### src/rtl/dsp_regs.svh
// Byte offsets, bit positions and coded values of the demodulator status response.
// Assumes it is included by bare name from rtl/ sources that use these macros.
`ifndef DSP_REGS_SVH
`define DSP_REGS_SVH

`define DSP_NUM_BYTES      28
`define DSP_IX_RAW_MANT    0
`define DSP_IX_COR_MANT    2
`define DSP_IX_EBNO        4
`define DSP_IX_FREQ        6
`define DSP_IX_TP_MANT     10
`define DSP_IX_RAW_EXP     12
`define DSP_IX_COR_EXP     13
`define DSP_IX_TP_EXP      14
`define DSP_IX_SIGN        15
`define DSP_IX_STAT        16
`define DSP_IX_FILL        17
`define DSP_IX_LEVEL       18
`define DSP_IX_LEVEL_Q     19
`define DSP_IX_FRM         20
`define DSP_IX_BWD         21
`define DSP_IX_FRM_LAT     22
`define DSP_IX_CTRL        23
`define DSP_IX_SVC         24
`define DSP_IX_INS         25
`define DSP_IX_INS_BWD     26
`define DSP_IX_AGC         27

`define DSP_FRM_MF_LOSS    0
`define DSP_FRM_FS_LOSS    1
`define DSP_FRM_BER        3
`define DSP_FRM_PROMPT     4
`define DSP_FRM_SERVICE    5
`define DSP_STAT_BER_OK    0
`define DSP_STAT_TP_OK     1
`define DSP_STAT_EBNO_LSB  2
`define DSP_INS_CRC_LOCK   2

`define DSP_SIGN_POS       8'h00
`define DSP_SIGN_NEG       8'h01
`define DSP_LVLQ_EQ        8'h00
`define DSP_LVLQ_GT        8'h01
`define DSP_LVLQ_LT        8'hFF
`define DSP_FILL_MAX       8'h64
`define DSP_BER_ALARM_EXP  8'h03
`define DSP_RST_BYTE       8'h00

`endif
### src/rtl/dsp_pkg.sv
// Types shared by the status response packer.
// Assumes nothing of its surroundings.
package dsp_pkg;

   typedef enum logic [1:0]
   {
      DSP_IDLE = 2'b00,
      DSP_SEND = 2'b01,
      DSP_DONE = 2'b11
   } dsp_state_t;

   typedef enum logic [1:0]
   {
      DSP_LVL_EQ = 2'b00,
      DSP_LVL_GT = 2'b01,
      DSP_LVL_LT = 2'b10
   } dsp_lvl_cmp_t;

   typedef enum logic [1:0]
   {
      DSP_CTRL_PANEL    = 2'b00,
      DSP_CTRL_TERMINAL = 2'b01,
      DSP_CTRL_COMPUTER = 2'b10
   } dsp_ctrl_t;

endpackage : dsp_pkg

### src/rtl/dsp_latch.sv
// Bank of sticky alarm bits that follow a current alarm vector.
// Assumes one clock with a synchronous active-high reset.
`timescale 1ns/1ns
`default_nettype none

module dsp_latch #(
   parameter int W = 8
) (
   input  wire logic         core_clk_i,
   input  wire logic         rst_i,
   input  wire logic [W-1:0] cur_i,
   input  wire logic         clr_i,
   output logic      [W-1:0] lat_o
);

   genvar g;
   generate
      for (g = 0; g < W; g++)
      begin : g_bit
         // A failure in the clearing cycle wins, so no event is lost.
         always_ff @(posedge core_clk_i)
         begin
            if (rst_i)
               lat_o[g] <= 1'b0;
            else if (cur_i[g])
               lat_o[g] <= 1'b1;
            else if (clr_i)
               lat_o[g] <= 1'b0;
         end

      end
   endgenerate
endmodule : dsp_latch

`default_nettype wire

### src/rtl/dsp_packer.sv
// Demodulator status response packer: snapshots all fields and emits them a byte at a time.
// Assumes synchronous inputs from the measurement logic and a byte sink with valid/ready.
`include "dsp_regs.svh"
`timescale 1ns/1ns
`default_nettype none

module dsp_packer #(
   parameter int NUM_BYTES = `DSP_NUM_BYTES
) (
   input  wire logic        core_clk_i,
   input  wire logic        rst_i,
   input  wire logic        start_i,
   input  wire logic        byte_ready_i,
   input  wire logic [15:0] raw_ber_mant_i,
   input  wire logic [7:0]  raw_ber_exp_i,
   input  wire logic [15:0] cor_ber_mant_i,
   input  wire logic [7:0]  cor_ber_exp_i,
   input  wire logic [15:0] tp_ber_mant_i,
   input  wire logic [7:0]  tp_ber_exp_i,
   input  wire logic        ber_valid_i,
   input  wire logic        tp_ber_valid_i,
   input  wire logic [15:0] ebno_i,
   input  wire logic [1:0]  ebno_qual_i,
   input  wire logic [31:0] freq_offset_i,
   input  wire logic [7:0]  fill_pct_i,
   input  wire logic [7:0]  level_db_i,
   input  wire logic [1:0]  level_cmp_i,
   input  wire logic        mf_loss_i,
   input  wire logic        fs_loss_i,
   input  wire logic        prompt_alarm_i,
   input  wire logic        service_alarm_i,
   input  wire logic [3:0]  bwd_alarm_i,
   input  wire logic        latch_clr_i,
   input  wire logic [1:0]  ctrl_mode_i,
   input  wire logic [7:0]  ins_alarm_i,
   input  wire logic        crc_mode_i,
   input  wire logic        ins_bwd_alarm_i,
   input  wire logic [7:0]  agc_i,
   output logic      [7:0]  byte_o,
   output logic             byte_valid_o,
   output logic             byte_last_o,
   output logic             busy_o,
   output logic             done_o,
   output logic      [7:0]  frm_latched_o
);

   function automatic logic [7:0] pick_byte(input logic [31:0] val, input int k);
      pick_byte = val[8*k +: 8];
   endfunction : pick_byte

   dsp_pkg::dsp_state_t state_ff;
   dsp_pkg::dsp_state_t nxt_state;
   logic [4:0]          idx_ff;
   logic [7:0]          snap_ff [0:NUM_BYTES-1];
   logic [7:0]          nxt_snap [0:NUM_BYTES-1];

   wire logic        take      = (state_ff == dsp_pkg::DSP_IDLE) && start_i;
   wire logic        accept    = byte_valid_o && byte_ready_i;
   wire logic        at_end    = (idx_ff == 5'(NUM_BYTES));
   wire logic        freq_neg  = freq_offset_i[31];
   wire logic [31:0] freq_mag  = freq_neg ? (32'h0 - freq_offset_i) : freq_offset_i;
   // Mantissa normalised to one leading digit, so exponent 3 or less means BER of 1E-3 or worse.
   wire logic        ber_alarm = ber_valid_i && (cor_ber_exp_i <= `DSP_BER_ALARM_EXP);
   wire logic [7:0]  fill_byte = (fill_pct_i > `DSP_FILL_MAX) ? `DSP_FILL_MAX : fill_pct_i;
   wire logic [7:0]  lvlq_byte =
      (dsp_pkg::dsp_lvl_cmp_t'(level_cmp_i) == dsp_pkg::DSP_LVL_GT) ? `DSP_LVLQ_GT :
      (dsp_pkg::dsp_lvl_cmp_t'(level_cmp_i) == dsp_pkg::DSP_LVL_LT) ? `DSP_LVLQ_LT :
      `DSP_LVLQ_EQ;
   wire logic [7:0]  frm_byte;
   wire logic [7:0]  stat_byte;
   wire logic [7:0]  ins_byte;
   wire logic [7:0]  ctrl_byte = {6'h00, ctrl_mode_i};

   assign frm_byte[`DSP_FRM_MF_LOSS] = mf_loss_i;
   assign frm_byte[`DSP_FRM_FS_LOSS] = fs_loss_i;
   assign frm_byte[2]                = 1'b0;
   assign frm_byte[`DSP_FRM_BER]     = ber_alarm;
   assign frm_byte[`DSP_FRM_PROMPT]  = prompt_alarm_i;
   assign frm_byte[`DSP_FRM_SERVICE] = service_alarm_i;
   assign frm_byte[7:6]              = 2'h0;

   assign stat_byte[`DSP_STAT_BER_OK] = ber_valid_i;
   assign stat_byte[`DSP_STAT_TP_OK]  = tp_ber_valid_i;
   assign stat_byte[3:2]              = ebno_qual_i;
   assign stat_byte[7:4]              = 4'h0;

   // CRC lock is only meaningful with CRC framing, so it is forced to pass otherwise.
   assign ins_byte[1:0]              = ins_alarm_i[1:0];
   assign ins_byte[`DSP_INS_CRC_LOCK] = ins_alarm_i[`DSP_INS_CRC_LOCK] && crc_mode_i;
   assign ins_byte[7:3]              = ins_alarm_i[7:3];

   dsp_latch #(
      .W (8)
   ) u_frm_latch (
      .core_clk_i (core_clk_i),
      .rst_i      (rst_i),
      .cur_i      (frm_byte),
      .clr_i      (latch_clr_i),
      .lat_o      (frm_latched_o)
   );

   // Mantissas and multi-byte values go out most significant byte first.
   assign nxt_snap[`DSP_IX_RAW_MANT]     = raw_ber_mant_i[15:8];
   assign nxt_snap[`DSP_IX_RAW_MANT + 1] = raw_ber_mant_i[7:0];
   assign nxt_snap[`DSP_IX_COR_MANT]     = cor_ber_mant_i[15:8];
   assign nxt_snap[`DSP_IX_COR_MANT + 1] = cor_ber_mant_i[7:0];
   assign nxt_snap[`DSP_IX_EBNO]         = ebno_i[15:8];
   assign nxt_snap[`DSP_IX_EBNO + 1]     = ebno_i[7:0];
   assign nxt_snap[`DSP_IX_FREQ]         = pick_byte(freq_mag, 3);
   assign nxt_snap[`DSP_IX_FREQ + 1]     = pick_byte(freq_mag, 2);
   assign nxt_snap[`DSP_IX_FREQ + 2]     = pick_byte(freq_mag, 1);
   assign nxt_snap[`DSP_IX_FREQ + 3]     = pick_byte(freq_mag, 0);
   assign nxt_snap[`DSP_IX_TP_MANT]      = tp_ber_mant_i[15:8];
   assign nxt_snap[`DSP_IX_TP_MANT + 1]  = tp_ber_mant_i[7:0];
   assign nxt_snap[`DSP_IX_RAW_EXP]      = raw_ber_exp_i;
   assign nxt_snap[`DSP_IX_COR_EXP]      = cor_ber_exp_i;
   assign nxt_snap[`DSP_IX_TP_EXP]       = tp_ber_exp_i;
   assign nxt_snap[`DSP_IX_SIGN]         = freq_neg ? `DSP_SIGN_NEG : `DSP_SIGN_POS;
   assign nxt_snap[`DSP_IX_STAT]         = stat_byte;
   assign nxt_snap[`DSP_IX_FILL]         = fill_byte;
   assign nxt_snap[`DSP_IX_LEVEL]        = level_db_i;
   assign nxt_snap[`DSP_IX_LEVEL_Q]      = lvlq_byte;
   assign nxt_snap[`DSP_IX_FRM]          = frm_byte;
   assign nxt_snap[`DSP_IX_BWD]          = {4'h0, bwd_alarm_i};
   // The latched byte includes this cycle's failures, matching what the latch will hold next unless latch_clr_i is high.
   assign nxt_snap[`DSP_IX_FRM_LAT]      = frm_latched_o | frm_byte;
   assign nxt_snap[`DSP_IX_CTRL]         = ctrl_byte;
   assign nxt_snap[`DSP_IX_SVC]          = frm_byte;
   assign nxt_snap[`DSP_IX_INS]          = ins_byte;
   assign nxt_snap[`DSP_IX_INS_BWD]      = {7'h00, ins_bwd_alarm_i};
   assign nxt_snap[`DSP_IX_AGC]          = agc_i;

   genvar g;
   generate
      for (g = 0; g < NUM_BYTES; g++)
      begin : g_snap
         always_ff @(posedge core_clk_i)
         begin
            if (rst_i)
               snap_ff[g] <= `DSP_RST_BYTE;
            else if (take)
               snap_ff[g] <= nxt_snap[g];
         end
      end
   endgenerate

   always_comb
   begin
      nxt_state = state_ff;
      unique case (state_ff)
         dsp_pkg::DSP_IDLE: if (start_i) nxt_state = dsp_pkg::DSP_SEND;
         dsp_pkg::DSP_SEND: if (accept && at_end) nxt_state = dsp_pkg::DSP_DONE;
         dsp_pkg::DSP_DONE: nxt_state = dsp_pkg::DSP_IDLE;
         default:           nxt_state = dsp_pkg::DSP_IDLE;
      endcase
   end

   always_ff @(posedge core_clk_i)
   begin
      if (rst_i)
         state_ff <= dsp_pkg::DSP_IDLE;
      else
         state_ff <= nxt_state;
   end

   // The first byte is loaded straight from the live fields, the rest from the snapshot.
   always_ff @(posedge core_clk_i)
   begin
      if (rst_i)
      begin
         byte_o       <= `DSP_RST_BYTE;
         byte_valid_o <= 1'b0;
         byte_last_o  <= 1'b0;
         idx_ff       <= 5'h00;
      end
      else if (take)
      begin
         byte_o       <= nxt_snap[0];
         byte_valid_o <= 1'b1;
         byte_last_o  <= 1'b0;
         idx_ff       <= 5'h01;
      end
      else if (accept && at_end)
      begin
         byte_valid_o <= 1'b0;
         byte_last_o  <= 1'b0;
      end
      else if (accept)
      begin
         byte_o      <= snap_ff[idx_ff];
         byte_last_o <= (idx_ff == 5'(NUM_BYTES - 1));
         idx_ff      <= idx_ff + 5'h01;
      end
   end

   always_ff @(posedge core_clk_i)
   begin
      if (rst_i)
      begin
         busy_o <= 1'b0;
         done_o <= 1'b0;
      end
      else
      begin
         busy_o <= (nxt_state == dsp_pkg::DSP_SEND);
         done_o <= (nxt_state == dsp_pkg::DSP_DONE);
      end
   end
endmodule : dsp_packer

`default_nettype wire

### config.mk
export PLATFORM = sky130hd
export DESIGN_NAME = dsp_packer
export DESIGN_NICKNAME = d
export VERILOG_FILES = /design/src/rtl/dsp_pkg.sv /design/src/rtl/dsp_latch.sv /design/src/rtl/dsp_packer.sv
export VERILOG_INCLUDE_DIRS = /design/src /design/src/rtl
export SDC_FILE = /design/constraint.sdc
export NUM_CORES = 1
export LEC_CHECK = 0
export BUFFER_PORTS_ARGS = -buffer_cell sky130_fd_sc_hd__buf_2
export CORE_MARGIN = 1.5
export CORE_UTILIZATION = 52
export DETAILED_ROUTE_END_ITERATION = 7
export PLACE_DENSITY = 0.88
export SKIP_LAST_GASP = 1
export SLEW_MARGIN = 40
export SYNTH_ARGS = -nofsm -noshare
export SYNTH_HDL_FRONTEND = slang
export SYNTH_HIERARCHICAL = 1
export SYNTH_SLANG_ARGS = --single-unit
export TNS_END_PERCENT = 20
### constraint.sdc
create_clock -name core_clk_i -period 10.7 [get_ports core_clk_i]
set_clock_uncertainty 0.15 [all_clocks]
set_input_delay 1.605 -clock core_clk_i [delete_from_list [all_inputs] [get_ports core_clk_i]]
set_output_delay 1.605 -clock core_clk_i [all_outputs]
set_load 0.02 [all_outputs]
==> summary.md, run 1 <==
| Metric | Value |
|---|---|
| PortBufs | 194 |
| Pre-Repair DR Iteration Count | 5 |
| Area of the multi-input gates | 0.003871 mm² |
| Critical Path Most Common Cell | buf_6 |
| Post-synth ARST share | 0 |
| Setup CP Type | primary input to register |
| Vias in the first global route | 6642 |
| Slowest-stage cell, CP | buf_6 |
| Worst-path cell chain | buf_2 -> or3b_2 -> nand2b_4 -> buf_6 -> buf_6 |
| DP HPWL | 16490 µm |
| Max-cap viol count | 0 |
| Actual slew at the worst max-slew pin | 0.7828 ns |
| # DRC | 0 |
| R2r worst-path depth | 8 |
| Remaining antenna violation count after routing | 0 |
| Finished Cell Area | 0.01192 mm² |
| Sequential cell area fraction in the yosys report | 0.5882 |
| Slew HR | 0.4781 |
| Die ar. | 0.02018 mm² |
| Max Fanout on Critical Path | 90 |
| Buffers & Inverters on Critical Path | 3 |
| Wl on met1 | 10050 µm |
| Slowest stage delay, CP | 0.69 ns |
| Initial DRC count | 677 |
| Cell count after synthesis | 789 |
| Top FF cell, synth | edfxtp_1 |
| Post-Syn Area per Cell | 12.75 µm² |
| Ys Warns | 6 |
| Overall global routing resource usage | 0.2337 |
| Pwr dens | 157.9 mW/mm² |
| Final Hold Viols | 0 |
| Largest net degree at the start of global routing | 91 |
| Required time of the critical path | 10.67 ns |
| Fmax | 0.2485 GHz |
| H-tree depth | 1 |
| RSZ-0062 raised after global routing | no |
| Avg Vias per Cell | 5.566 |
| Crit path to | snap_ff[4][6]$_SDFFCE_PN0P_ |
| WL/cell | 18.80 µm |
| Grt ovf | 0 |
| Max Slew Vio Count | 0 |
| Die Y | 142.1 µm |
| Setup Slack @ Placement | 6.206 ns |
| Post-route setup slack | 6.675 ns |
| Row count | 50 |
| Syn-to-layout area delta | 18.56% |
| Final setup viols | 0 |
| CP Launch Type | primary input |
| Dpl cell area | 0.01123 mm² |
| Number of fill cells | 1409 |
| Seq cells post-synth | 206 |
| Worst Path Arrival | 3.99 ns |
| Final TNS setup | 0 ns |
| Initial antenna violation count | 0 |
| Post CTS Setup Buffer Count | 0 |
| Share of layout cells above drive strength 1 | 0.2974 |
| Vias post-DR | 6913 |
| TritonCTS buffer count | 22 |
| Mapped Area | 0.01006 mm² |
| CP delay by family, top | buffers and inverters |
| Worst hold path class | register to register |
| # diodes | 0 |
| Initial Utilization | 0.5341 |
| EDFF count, synth | 179 |
| CTS-repair resized insts | 0 |
| DRT Wirelength | 23360 µm |
| Width of the die | 142.1 µm |
| R2R Setup Slk | 7.37 ns |
| Layout Nets | 1146 |
| Skew-Pair Late Insertion Delay | 0.49 ns |
| I/O pin count | 195 |
| RR Endpoint | byte_o[6]$_SDFFE_PP0P_ |
| Fin crit period | 4.025 ns |
| Final worst-path cycle share | 0.3761 |
| Worst Setup SP | start_i |
| Power Total | 1.883 mW |
| CTS clock-pin slew for the worst setup and hold paths | 0.06 ns |
| CP Capture Type | register |
| CTS Sinks | 206 |
| CTS Hold Bufs | 0 |
| CTS Buffer Depth | 3 |
| WL met3 | 1664 µm |
| Routed met2 length | 10940 µm |
| Outcome | complete, no violations |
| Count of different cell masters after synthesis | 66 |
| Launching point of the worst reg2reg path | idx_ff[0]$_SDFFE_PP0P_ |
| Levels on crit path | 5 |
| CTS root buffer | clkbuf_16 |
| Core Region | 0.01883 mm² |
| Area occupied by registers | 0.005921 mm² |
| First-pass GRT wire length | 35880 µm |
| Gpl congestion | 0.8618 |
| Worst IR Drop VDD | 0.0001746 V |
| Leakage power | 4.686 nW |
| TritonCTS clock tree | done |
| Top routing layer used | met4 |
-- synthesized netlist by cell type, drive strengths merged (3+ instances only) --
library cell,n,share of area
clkbuf,37,0.014
o211ai,4,0.0030
nor2,71,0.026
nand2b,18,0.012
xor2,24,0.021
and2,135,0.084
nand3b,4,0.0030
o22ai,3,0.0019
buf,15,0.0098
nand4,3,0.0019
edfxtp,179,0.53
nor3,11,0.0055
inv,16,0.0060
o21ai,14,0.0070
a211o,3,0.0026
mux4,32,0.072
nand2,21,0.0078
a2111oi,3,0.0026
and3,7,0.0044
mux2,7,0.0078
o31ai,12,0.010
xnor2,4,0.0035
nor4,3,0.0019
a31oi,3,0.0019
or3,6,0.0037
o41ai,6,0.0060
mux2i,22,0.022
a22oi,7,0.0052
a21oi,31,0.017
dfxtp,27,0.054
ha,5,0.0062
o2bb2ai,4,0.0035
nand3,13,0.0065
nor3b,3,0.0022
-- placed cells by master (no fill, tap or decap), drive strengths merged, types with 3 or more instances in the layout --
master	n
a31oi	3
edfxtp	179
a211o	3
nor2	71
o21ai	14
o41ai	6
o2bb2ai	4
o211ai	4
or3	6
nand3b	4
a21oi	31
mux2	7
clkbuf	29
nor3	11
mux2i	22
nand4	3
a22oi	7
nor3b	3
conb	4
xor2	24
inv	16
o31ai	12
clkinv	10
ha	5
and2	135
nor4	3
nand2b	18
buf	202
dfxtp	27
o22ai	3
mux4	32
nand3	13
xnor2	4
a2111oi	3
and3	7
nand2	21
-- cell type report --
| cell class | instances | area share |
|---|---|---|
| Inverter | 17 | 0.005352 |
| Sequential cell | 206 | 0.4965 |
| Multi-Input combinational cell | 517 | 0.3247 |
| Tap cell | 260 | 0.02728 |
| Clock inverter | 11 | 0.007030 |
| Timing Repair Buffer | 202 | 0.08814 |
| Clock buffer | 29 | 0.05100 |
-- routing by layer --
layer  up-vias  track usage
met4         0      0.07054
met5         -            0
li1       3260            -
met1      3284       0.3368
met2       326       0.3736
met3        43      0.03096
-- cells by family after synthesis --
logic type / count (synthesis) / synth area share
AO/OA/AOI/OAI: 111 / 0.07826
XOR/XNOR: 28 / 0.02438
adder cells (fa/ha/maj): 5 / 0.006220
buffers and inverters: 69 / 0.03011
flip-flops: 206 / 0.5882
multiplexers: 61 / 0.1014
other: 1 / 0.0003729
AND/OR/NAND/NOR: 308 / 0.1711
-- where the power goes --
| group | switching (mW) | internal (mW) | leakage (nW) |
|---|---|---|---|
| registers | 0.0203 | 0.936 | 2.15 |
| clock network | 0.296 | 0.425 | 0.342 |
| logic | 0.114 | 0.0907 | 2.19 |
| total | 0.431 | 1.45 | 4.69 |
-- worst min-delay path by stage --
stage | cells past startpoint | startpoint | end | slack (ns)
after detailed placement | 2 | u_frm_latch/lat_o[0]$_SDFFE_PP0P_ | u_frm_latch/lat_o[0]$_SDFFE_PP0P_ | 0.34
after global placement | 2 | u_frm_latch/lat_o[6]$_SDFFE_PP0P_ | u_frm_latch/lat_o[6]$_SDFFE_PP0P_ | 0.34
after floorplan | 1 | state_ff[0]$_SDFF_PP0_ | busy_o$_SDFF_PP0_ | 0.36
after global routing | 2 | u_frm_latch/lat_o[6]$_SDFFE_PP0P_ | u_frm_latch/lat_o[6]$_SDFFE_PP0P_ | 0.38
after CTS | 2 | u_frm_latch/lat_o[0]$_SDFFE_PP0P_ | u_frm_latch/lat_o[0]$_SDFFE_PP0P_ | 0.35
final | 2 | u_frm_latch/lat_o[5]$_SDFFE_PP0P_ | u_frm_latch/lat_o[5]$_SDFFE_PP0P_ | 0.35
-- worst min-delay path, delay by kind of cell (launching register included) --
family / cells / cell delay (ns)
flip-flops: 1 / 0.33
AND/OR/NAND/NOR: 1 / 0.07
AO/OA/AOI/OAI: 1 / 0.05
-- state kept, by name (all words and copies together) (netlist names) --
register / flops
busy_o: 1
byte_last_o: 1
byte_o: 8
byte_valid_o: 1
done_o: 1
idx_ff: 5
snap_ff: 179
state_ff: 2
u_frm_latch/lat_o: 8
-- per-stage QoR --
step                      utilization  cells  hold slack [ns]
after floorplan                     -    792           0.3611
after global placement         0.5948   1201           0.3370
after detailed placement       0.5965   1202           0.3422
after CTS                      0.6332   1242           0.3541
after global routing           0.6332   1242           0.3828
final                          0.6332   1242           0.3493
No activity file was read; power rests on OpenSTA's default activity.
==> run 2, diff against run 1 <==
- clock period: 10.7 -> 4.2 ns (I/O delays scaled with it)
==> summary.md, run 2 (synthesis gave the netlist of run 1 again) <==
| Metric | Value |
|---|---|
| Slew HR | 0.4785 (was 0.4781) |
| PortBufs | 194 (unchanged) |
| Setup CP Type | register to register (was primary input to register) |
| Post CTS Setup Buffer Count | 0 (unchanged) |
| Cell internal pwr | 3.708 mW (was 1.452 mW) |
| TritonCTS clock tree | done (unchanged) |
| Sequential share of power | 0.507 (was 0.508) |
| Initial Utilization | 0.5341 (unchanged) |
| Skew-Pair Late Insertion Delay | 0.49 ns (about the same) |
| I/O pin count | 195 (unchanged) |
| Grt peak-use layer | met2 (unchanged) |
| Largest net degree at the start of global routing | 100 (was 91) |
| WL/cell | 19.94 µm (was 18.80 µm) |
| Initial DRC count | 792 (was 677) |
| Post-route setup slack | 0.9897 ns (was 6.675 ns) |
| Gpl congestion | 0.9097 (was 0.8618) |
| DP HPWL | 17350 µm (was 16490 µm) |
| Max-cap viol count | 0 (unchanged) |
| Outcome | complete, no violations (unchanged) |
| Hold Path Depth | 3 (was 2) |
| H-tree depth | 1 (unchanged) |
| Top reg by flops | snap_ff (unchanged) |
| Overall global routing resource usage | 0.2472 (was 0.2337) |
| Combinational share of power | 0.111 (was 0.109) |
| Fmax | 0.3115 GHz |
| Max reg flops | 179 (unchanged) |
| R2r worst-path depth | 7 (was 8) |
| CTS Hold Bufs | 0 (unchanged) |
| Die Y | 142.1 µm (unchanged) |
| Final Hold Viols | 0 (unchanged) |
| Most frequent cells in the layout | buf_2 (194), edfxtp_1 (179), and2_1 (135), nor2_1 (71), mux4_2 (32) (unchanged) |
| Leakage power | 4.706 nW (was 4.686 nW) |
| Final TNS setup | 0 ns (unchanged) |
| Core Region | 0.01883 mm² (unchanged) |
| Worst hold path endpoint | u_frm_latch/lat_o[4]$_SDFFE_PP0P_ (was u_frm_latch/lat_o[5]$_SDFFE_PP0P_) |
| Net Sw Power | 1.107 mW (was 431.2 µW) |
| Grt ovf | 0 (unchanged) |
| Avg Vias per Cell | 5.741 (was 5.566) |
| Worst IR Drop VDD | 0.0002309 V (was 0.0001746 V) |
| Row count | 50 (unchanged) |
| DRT Wirelength | 24800 µm (was 23360 µm) |
| Vias in the first global route | 6948 (was 6642) |
| Pwr dens | 403.4 mW/mm² (was 157.9 mW/mm²) |
| Largest regs | snap_ff: 179 flops, byte_o: 8 flops, u_frm_latch/lat_o: 8 flops (unchanged) |
| Vias post-DR | 7142 (was 6913) |
| Net Sw Frac | 0.2300 (was 0.2290) |
| Number of fill cells | 1376 (was 1409) |
| First-pass GRT wire length | 37940 µm (was 35880 µm) |
| CTS-repair resized insts | 0 (unchanged) |
| Most common cell after layout, fill and taps aside | buf_2 (unchanged) |
| CTS root buffer | clkbuf_16 (unchanged) |
| CTS Sinks | 206 (unchanged) |
| CP Capture Type | register (unchanged) |
| Remaining antenna violation count after routing | 0 (unchanged) |
| R2R Setup Slk | 0.99 ns (was 7.37 ns) |
| CTS clock-pin slew for the worst setup and hold paths | 0.06 ns (about the same) |
| Width of the die | 142.1 µm (unchanged) |
| Die ar. | 0.02018 mm² (unchanged) |
| Fin crit period | 3.210 ns |
| Required time of the critical path | 4.43 ns (was 10.67 ns) |
| CTS Buffer Depth | 3 (unchanged) |
| Final worst-path cycle share | 0.7644 |
| Max Slew Vio Count | 0 (unchanged) |
| Worst Path Arrival | 3.44 ns (was 3.99 ns) |
| Actual slew at the worst max-slew pin | 0.7822 ns (was 0.7828 ns) |
| Launching point of the worst reg2reg path | idx_ff[1]$_SDFFE_PP0P_ (was idx_ff[0]$_SDFFE_PP0P_) |
| Met2 GRT Util | 0.4010 (was 0.3736) |
| RR Endpoint | byte_o[6]$_SDFFE_PP0P_ (unchanged) |
| TritonCTS buffer count | 21 (was 22) |
| # diodes | 0 (unchanged) |
| M3 GR Usage | 0.04711 (was 0.03096) |
| Setup Slack @ Placement | 1.160 ns (was 6.206 ns) |
| Initial antenna violation count | 0 (unchanged) |
| Clock Power Share | 0.381 (was 0.383) |
| M1 GR Usage | 0.3378 (was 0.3368) |
| Max Fanout on Critical Path | 25 (was 90) |
| Hold path startpoint | prompt_alarm_i (was u_frm_latch/lat_o[5]$_SDFFE_PP0P_) |
| Worst hold path class | primary input to register (was register to register) |
| Syn-to-layout area delta | 18.70% (was 18.56%) |
| Layout Nets | 1150 (was 1146) |
| Final setup viols | 0 (unchanged) |
| CP Launch Type | register (was primary input) |
| RSZ-0062 raised after global routing | no (unchanged) |
| Share of layout cells above drive strength 1 | 0.2998 (was 0.2974) |
| Pre-Repair DR Iteration Count | 6 (was 5) |
| # DRC | 0 (unchanged) |
## run 2: cell types whose count changed in the layout (fill, tap and decap cells not counted), moves of 2 or more
| cell | before | now |
|---|---|---|
| clkinv_1 | 3 | 5 |
| buf_4 | 5 | 11 |
| clkbuf_8 | 1 | 3 |
| clkbuf_1 | 5 | 2 |
| clkbuf_16 | 23 | 21 |
## run 2: final cells by class
type                    count  area (µm²)  area share
repair buffers            207        1085     0.09087
well taps                 260       325.3     0.02725
clock inverters            11       100.1    0.008385
clock buffers              26       574.3     0.04811
inverters                  17       63.81    0.005345
flip-flops and latches    206        5918      0.4958
multi-input cells         517        3871      0.3243
## run 2: per-layer routing
layer / up-vias / wire length [µm]
met1: 3441 / 9962
met4: 0 / 931
li1: 3258 / -
met2: 370 / 11760
met3: 73 / 2146
met5: - / 0
## run 2: worst max-delay path by stage
stage | endpoint | slack [ns] | from
4_1_cts | byte_o[6]$_SDFFE_PP0P_ | 1.05 | idx_ff[1]$_SDFFE_PP0P_
5_1_grt | byte_o[6]$_SDFFE_PP0P_ | 0.83 | idx_ff[1]$_SDFFE_PP0P_
3_3_place_gp | byte_o[6]$_SDFFE_PP0P_ | 1.14 | idx_ff[1]$_SDFFE_PP0P_
3_5_place_dp | byte_o[6]$_SDFFE_PP0P_ | 1.16 | idx_ff[1]$_SDFFE_PP0P_
2_1_floorplan | byte_o[0]$_SDFFE_PP0P_ | 0.76 | start_i
6_report | byte_o[6]$_SDFFE_PP0P_ | 0.99 | idx_ff[1]$_SDFFE_PP0P_
## run 2: power groups by stage
stage	clock [mW]	sequential (mW)	combinational [mW]
2_1_floorplan	0	2.47	0.309
3_3_place_gp	0	2.47	0.515
3_5_place_dp	0	2.48	0.526
4_1_cts	1.85	2.44	0.533
5_1_grt	1.93	2.45	0.580
6_report	1.84	2.44	0.537
## run 2: per-stage QoR
stage | area [µm²] | power, mW | cells | utilization | hold slack, ns
2_1_floorplan | 10070 | 2.784 | 792 | - | 0.3611
3_3_place_gp | 11250 | 2.989 | 1206 | 0.5973 | 0.3366
3_5_place_dp | 11250 | 3.009 | 1206 | 0.5975 | 0.3382
4_1_cts | 11930 | 4.825 | 1243 | 0.6334 | 0.2360
5_1_grt | 11940 | 4.963 | 1244 | 0.6340 | 0.2563
6_report | 11940 | 4.815 | 1244 | 0.6340 | 0.2448
## run 2: critical path, cell delays in order, from the launching register on
cell and delay [ns]:
dfxtp_2 0.77, inv_1 0.31, ha_1 0.26, nand4_1 0.13
nand3_1 0.38, nor2_1 0.52, o21ai_0 0.21, o32ai_1 0.37
==> run 3, diff against run 2 <==
- CORE_UTILIZATION: 52 -> 50
- clock period: 4.2 -> 2.7 ns (I/O delays scaled with it)
==> summary.md, run 3 (synthesis gave the netlist of run 1 again) <==
| Metric | Value |
|---|---|
| Outcome | complete, no violations (unchanged) |
| CTS Buffer Depth | 3 (unchanged) |
| Avg Vias per Cell | 5.639 (was 5.741) |
| CP Launch Type | register (unchanged) |
| Max Slew Vio Count | 0 (unchanged) |
| TritonCTS buffer count | 22 (was 21) |
| Row count | 51 (was 50) |
| First-pass GRT wire length | 36990 µm (was 37940 µm) |
| Layout Nets | 1168 (was 1150) |
| Grt ovf | 0 (unchanged) |
| Skew-Pair Late Insertion Delay | 0.50 ns (was 0.49 ns) |
| Final TNS setup | 0 ns (unchanged) |
| Setup Slack @ Placement | 0.2190 ns (was 1.160 ns) |
| Remaining antenna violation count after routing | 0 (unchanged) |
| Post CTS Setup Buffer Count | 0 (unchanged) |
| Post-route setup slack | 0.2896 ns (was 0.9897 ns) |
| TritonCTS clock tree | done (unchanged) |
| Most common cell after layout, fill and taps aside | buf_2 (unchanged) |
| Initial Utilization | 0.5134 (was 0.5341) |
| RSZ-0062 raised after global routing | no (unchanged) |
| Overall global routing resource usage | 0.2348 (was 0.2472) |
| Finished Cell Area | 0.01216 mm² (was 0.01194 mm²) |
| Die Y | 144.8 µm (was 142.1 µm) |
| Final Hold Viols | 0 (unchanged) |
| Core Region | 0.01959 mm² (was 0.01883 mm²) |
| Max reg flops | 179 (unchanged) |
| Share of layout cells above drive strength 1 | 0.3071 (was 0.2998) |
| H-tree depth | 1 (unchanged) |
| Width of the die | 144.8 µm (was 142.1 µm) |
| CTS root buffer | clkbuf_16 (unchanged) |
| CTS Hold Bufs | 2 (was 0) |
| Final hold slack | 0.02460 ns (was 0.2448 ns) |
| Final setup viols | 0 (unchanged) |
| CP Capture Type | register (unchanged) |
| WL/cell | 19.50 µm (was 19.94 µm) |
| # DRC | 0 (unchanged) |
| Leakage power | 4.809 nW (was 4.706 nW) |
| Actual slew at the worst max-slew pin | 0.7471 ns (was 0.7822 ns) |
| Worst IR Drop VDD | 0.0005235 V (was 0.0002309 V) |
| CP delay by family, top | compound AO/OA/AOI/OAI gates (was simple AND/OR/NAND/NOR gates) |
| Initial DRC count | 751 (was 792) |
| Vias in the first global route | 6874 (was 6948) |
| Fin util | 0.6208 (was 0.6340) |
| Top reg by flops | snap_ff (unchanged) |
| DRT Wirelength | 24790 µm (was 24800 µm) |
| Worst hold path class | primary input to register (unchanged) |
| PortBufs | 194 (unchanged) |
| Worst Path Arrival | 2.65 ns (was 3.44 ns) |
| Largest regs | snap_ff: 179 flops, byte_o: 8 flops, u_frm_latch/lat_o: 8 flops (unchanged) |
| Max-cap viol count | 0 (unchanged) |
| Pre-Repair DR Iteration Count | 6 (unchanged) |
| Dpl cell area | 0.01144 mm² (was 0.01125 mm²) |
| Fmax | 0.4149 GHz (was 0.3115 GHz) |
| CTS Sinks | 206 (unchanged) |
| Required time of the critical path | 2.94 ns (was 4.43 ns) |
| Die ar. | 0.02097 mm² (was 0.02018 mm²) |
| Largest net degree at the start of global routing | 76 (was 100) |
| Initial antenna violation count | 3 (was 0) |
| Most frequent cells in the layout | buf_2 (194), edfxtp_1 (179), and2_1 (135), nor2_1 (71), mux4_2 (32) (unchanged) |
| Pwr dens | 621.7 mW/mm² (was 403.4 mW/mm²) |
| Final worst-path cycle share | 0.8927 (was 0.7644) |
| Vias post-DR | 7167 (was 7142) |
| Gpl congestion | 0.8907 (was 0.9097) |
| CTS-repair resized insts | 0 (unchanged) |
| Syn-to-layout area delta | 20.93% (was 18.70%) |
| Slowest-stage cell, CP | dfxtp_2 (unchanged) |
| Slew HR | 0.4974 (was 0.4785) |
| Max Fanout on Critical Path | 32 (was 25) |
| Fin crit period | 2.410 ns (was 3.210 ns) |
| Setup CP Type | register to register (unchanged) |
| CTS clock-pin slew for the worst setup and hold paths | 0.06 ns (about the same) |
| Slowest stage delay, CP | 0.52 ns (was 0.77 ns) |
| Worst-path cell chain | buf_12 -> nor2b_1 -> buf_4 -> nand2_1 -> a21oi_1 -> a211oi_1 -> o32ai_1 (was inv_1 -> ha_1 -> nand4_1 -> nand3_1 -> nor2_1 -> o21ai_0 -> o32ai_1) |
| I/O pin count | 195 (unchanged) |
| Buffers & Inverters on Critical Path | 2 (was 1) |
| DP HPWL | 17640 µm (was 17350 µm) |
[run 3: changes by cell type in the layout (fill, tap and decap cells not counted), sizes merged]
cell | before | now
buf | 207 | 222
clkbuf | 26 | 27
diode | 0 | 3
dlygate4sd3 | 0 | 2
inv | 16 | 17
[run 3: metal layers]
metal,routed length [µm],part of all wire,vias to the layer above,GRT usage
li1,-,-,3307,-
met1,9784,0.39,3372,0.3206
met2,11630,0.47,424,0.3702
met3,2474,0.10,64,0.04837
met4,893,0.036,0,0.09250
met5,0,0,-,0
[run 3: final timing paths]
kind,to,cells past startpoint,startpoint,slack (ns)
setup / recovery,byte_o[2]$_SDFFE_PP0P_,7,idx_ff[0]$_SDFFE_PP0P_,0.29
setup reg to reg,byte_o[2]$_SDFFE_PP0P_,7,idx_ff[0]$_SDFFE_PP0P_,0.29
hold / removal,snap_ff[16][1]$_SDFFCE_PN0P_,2,tp_ber_valid_i,0.02
hold reg to reg,u_frm_latch/lat_o[4]$_SDFFE_PP0P_,2,u_frm_latch/lat_o[4]$_SDFFE_PP0P_,0.34
[run 3: per-stage QoR]
step | total power, mW | cells
floorplan | 4.328 | 792
global placement | 4.673 | 1227
detailed placement | 4.701 | 1227
CTS | 7.594 | 1268
global route | 7.800 | 1271
finish | 7.561 | 1271
[run 3: where the power goes]
part	switching, mW	internal, mW	leakage [nW]
combinational	0.466	0.390	2.31
clock	1.16	1.74	0.344
sequential	0.0910	3.71	2.15
[run 3: final cells by class]
type	instances	area (µm²)
antenna	3	7.507
clock buffer	27	590.6
clock inverter	12	107.6
fill	1458	7428
inverter	17	63.81
multi-input combinational	517	3866
sequential	206	5918
tap	265	331.6
timing repair buffer	224	1276
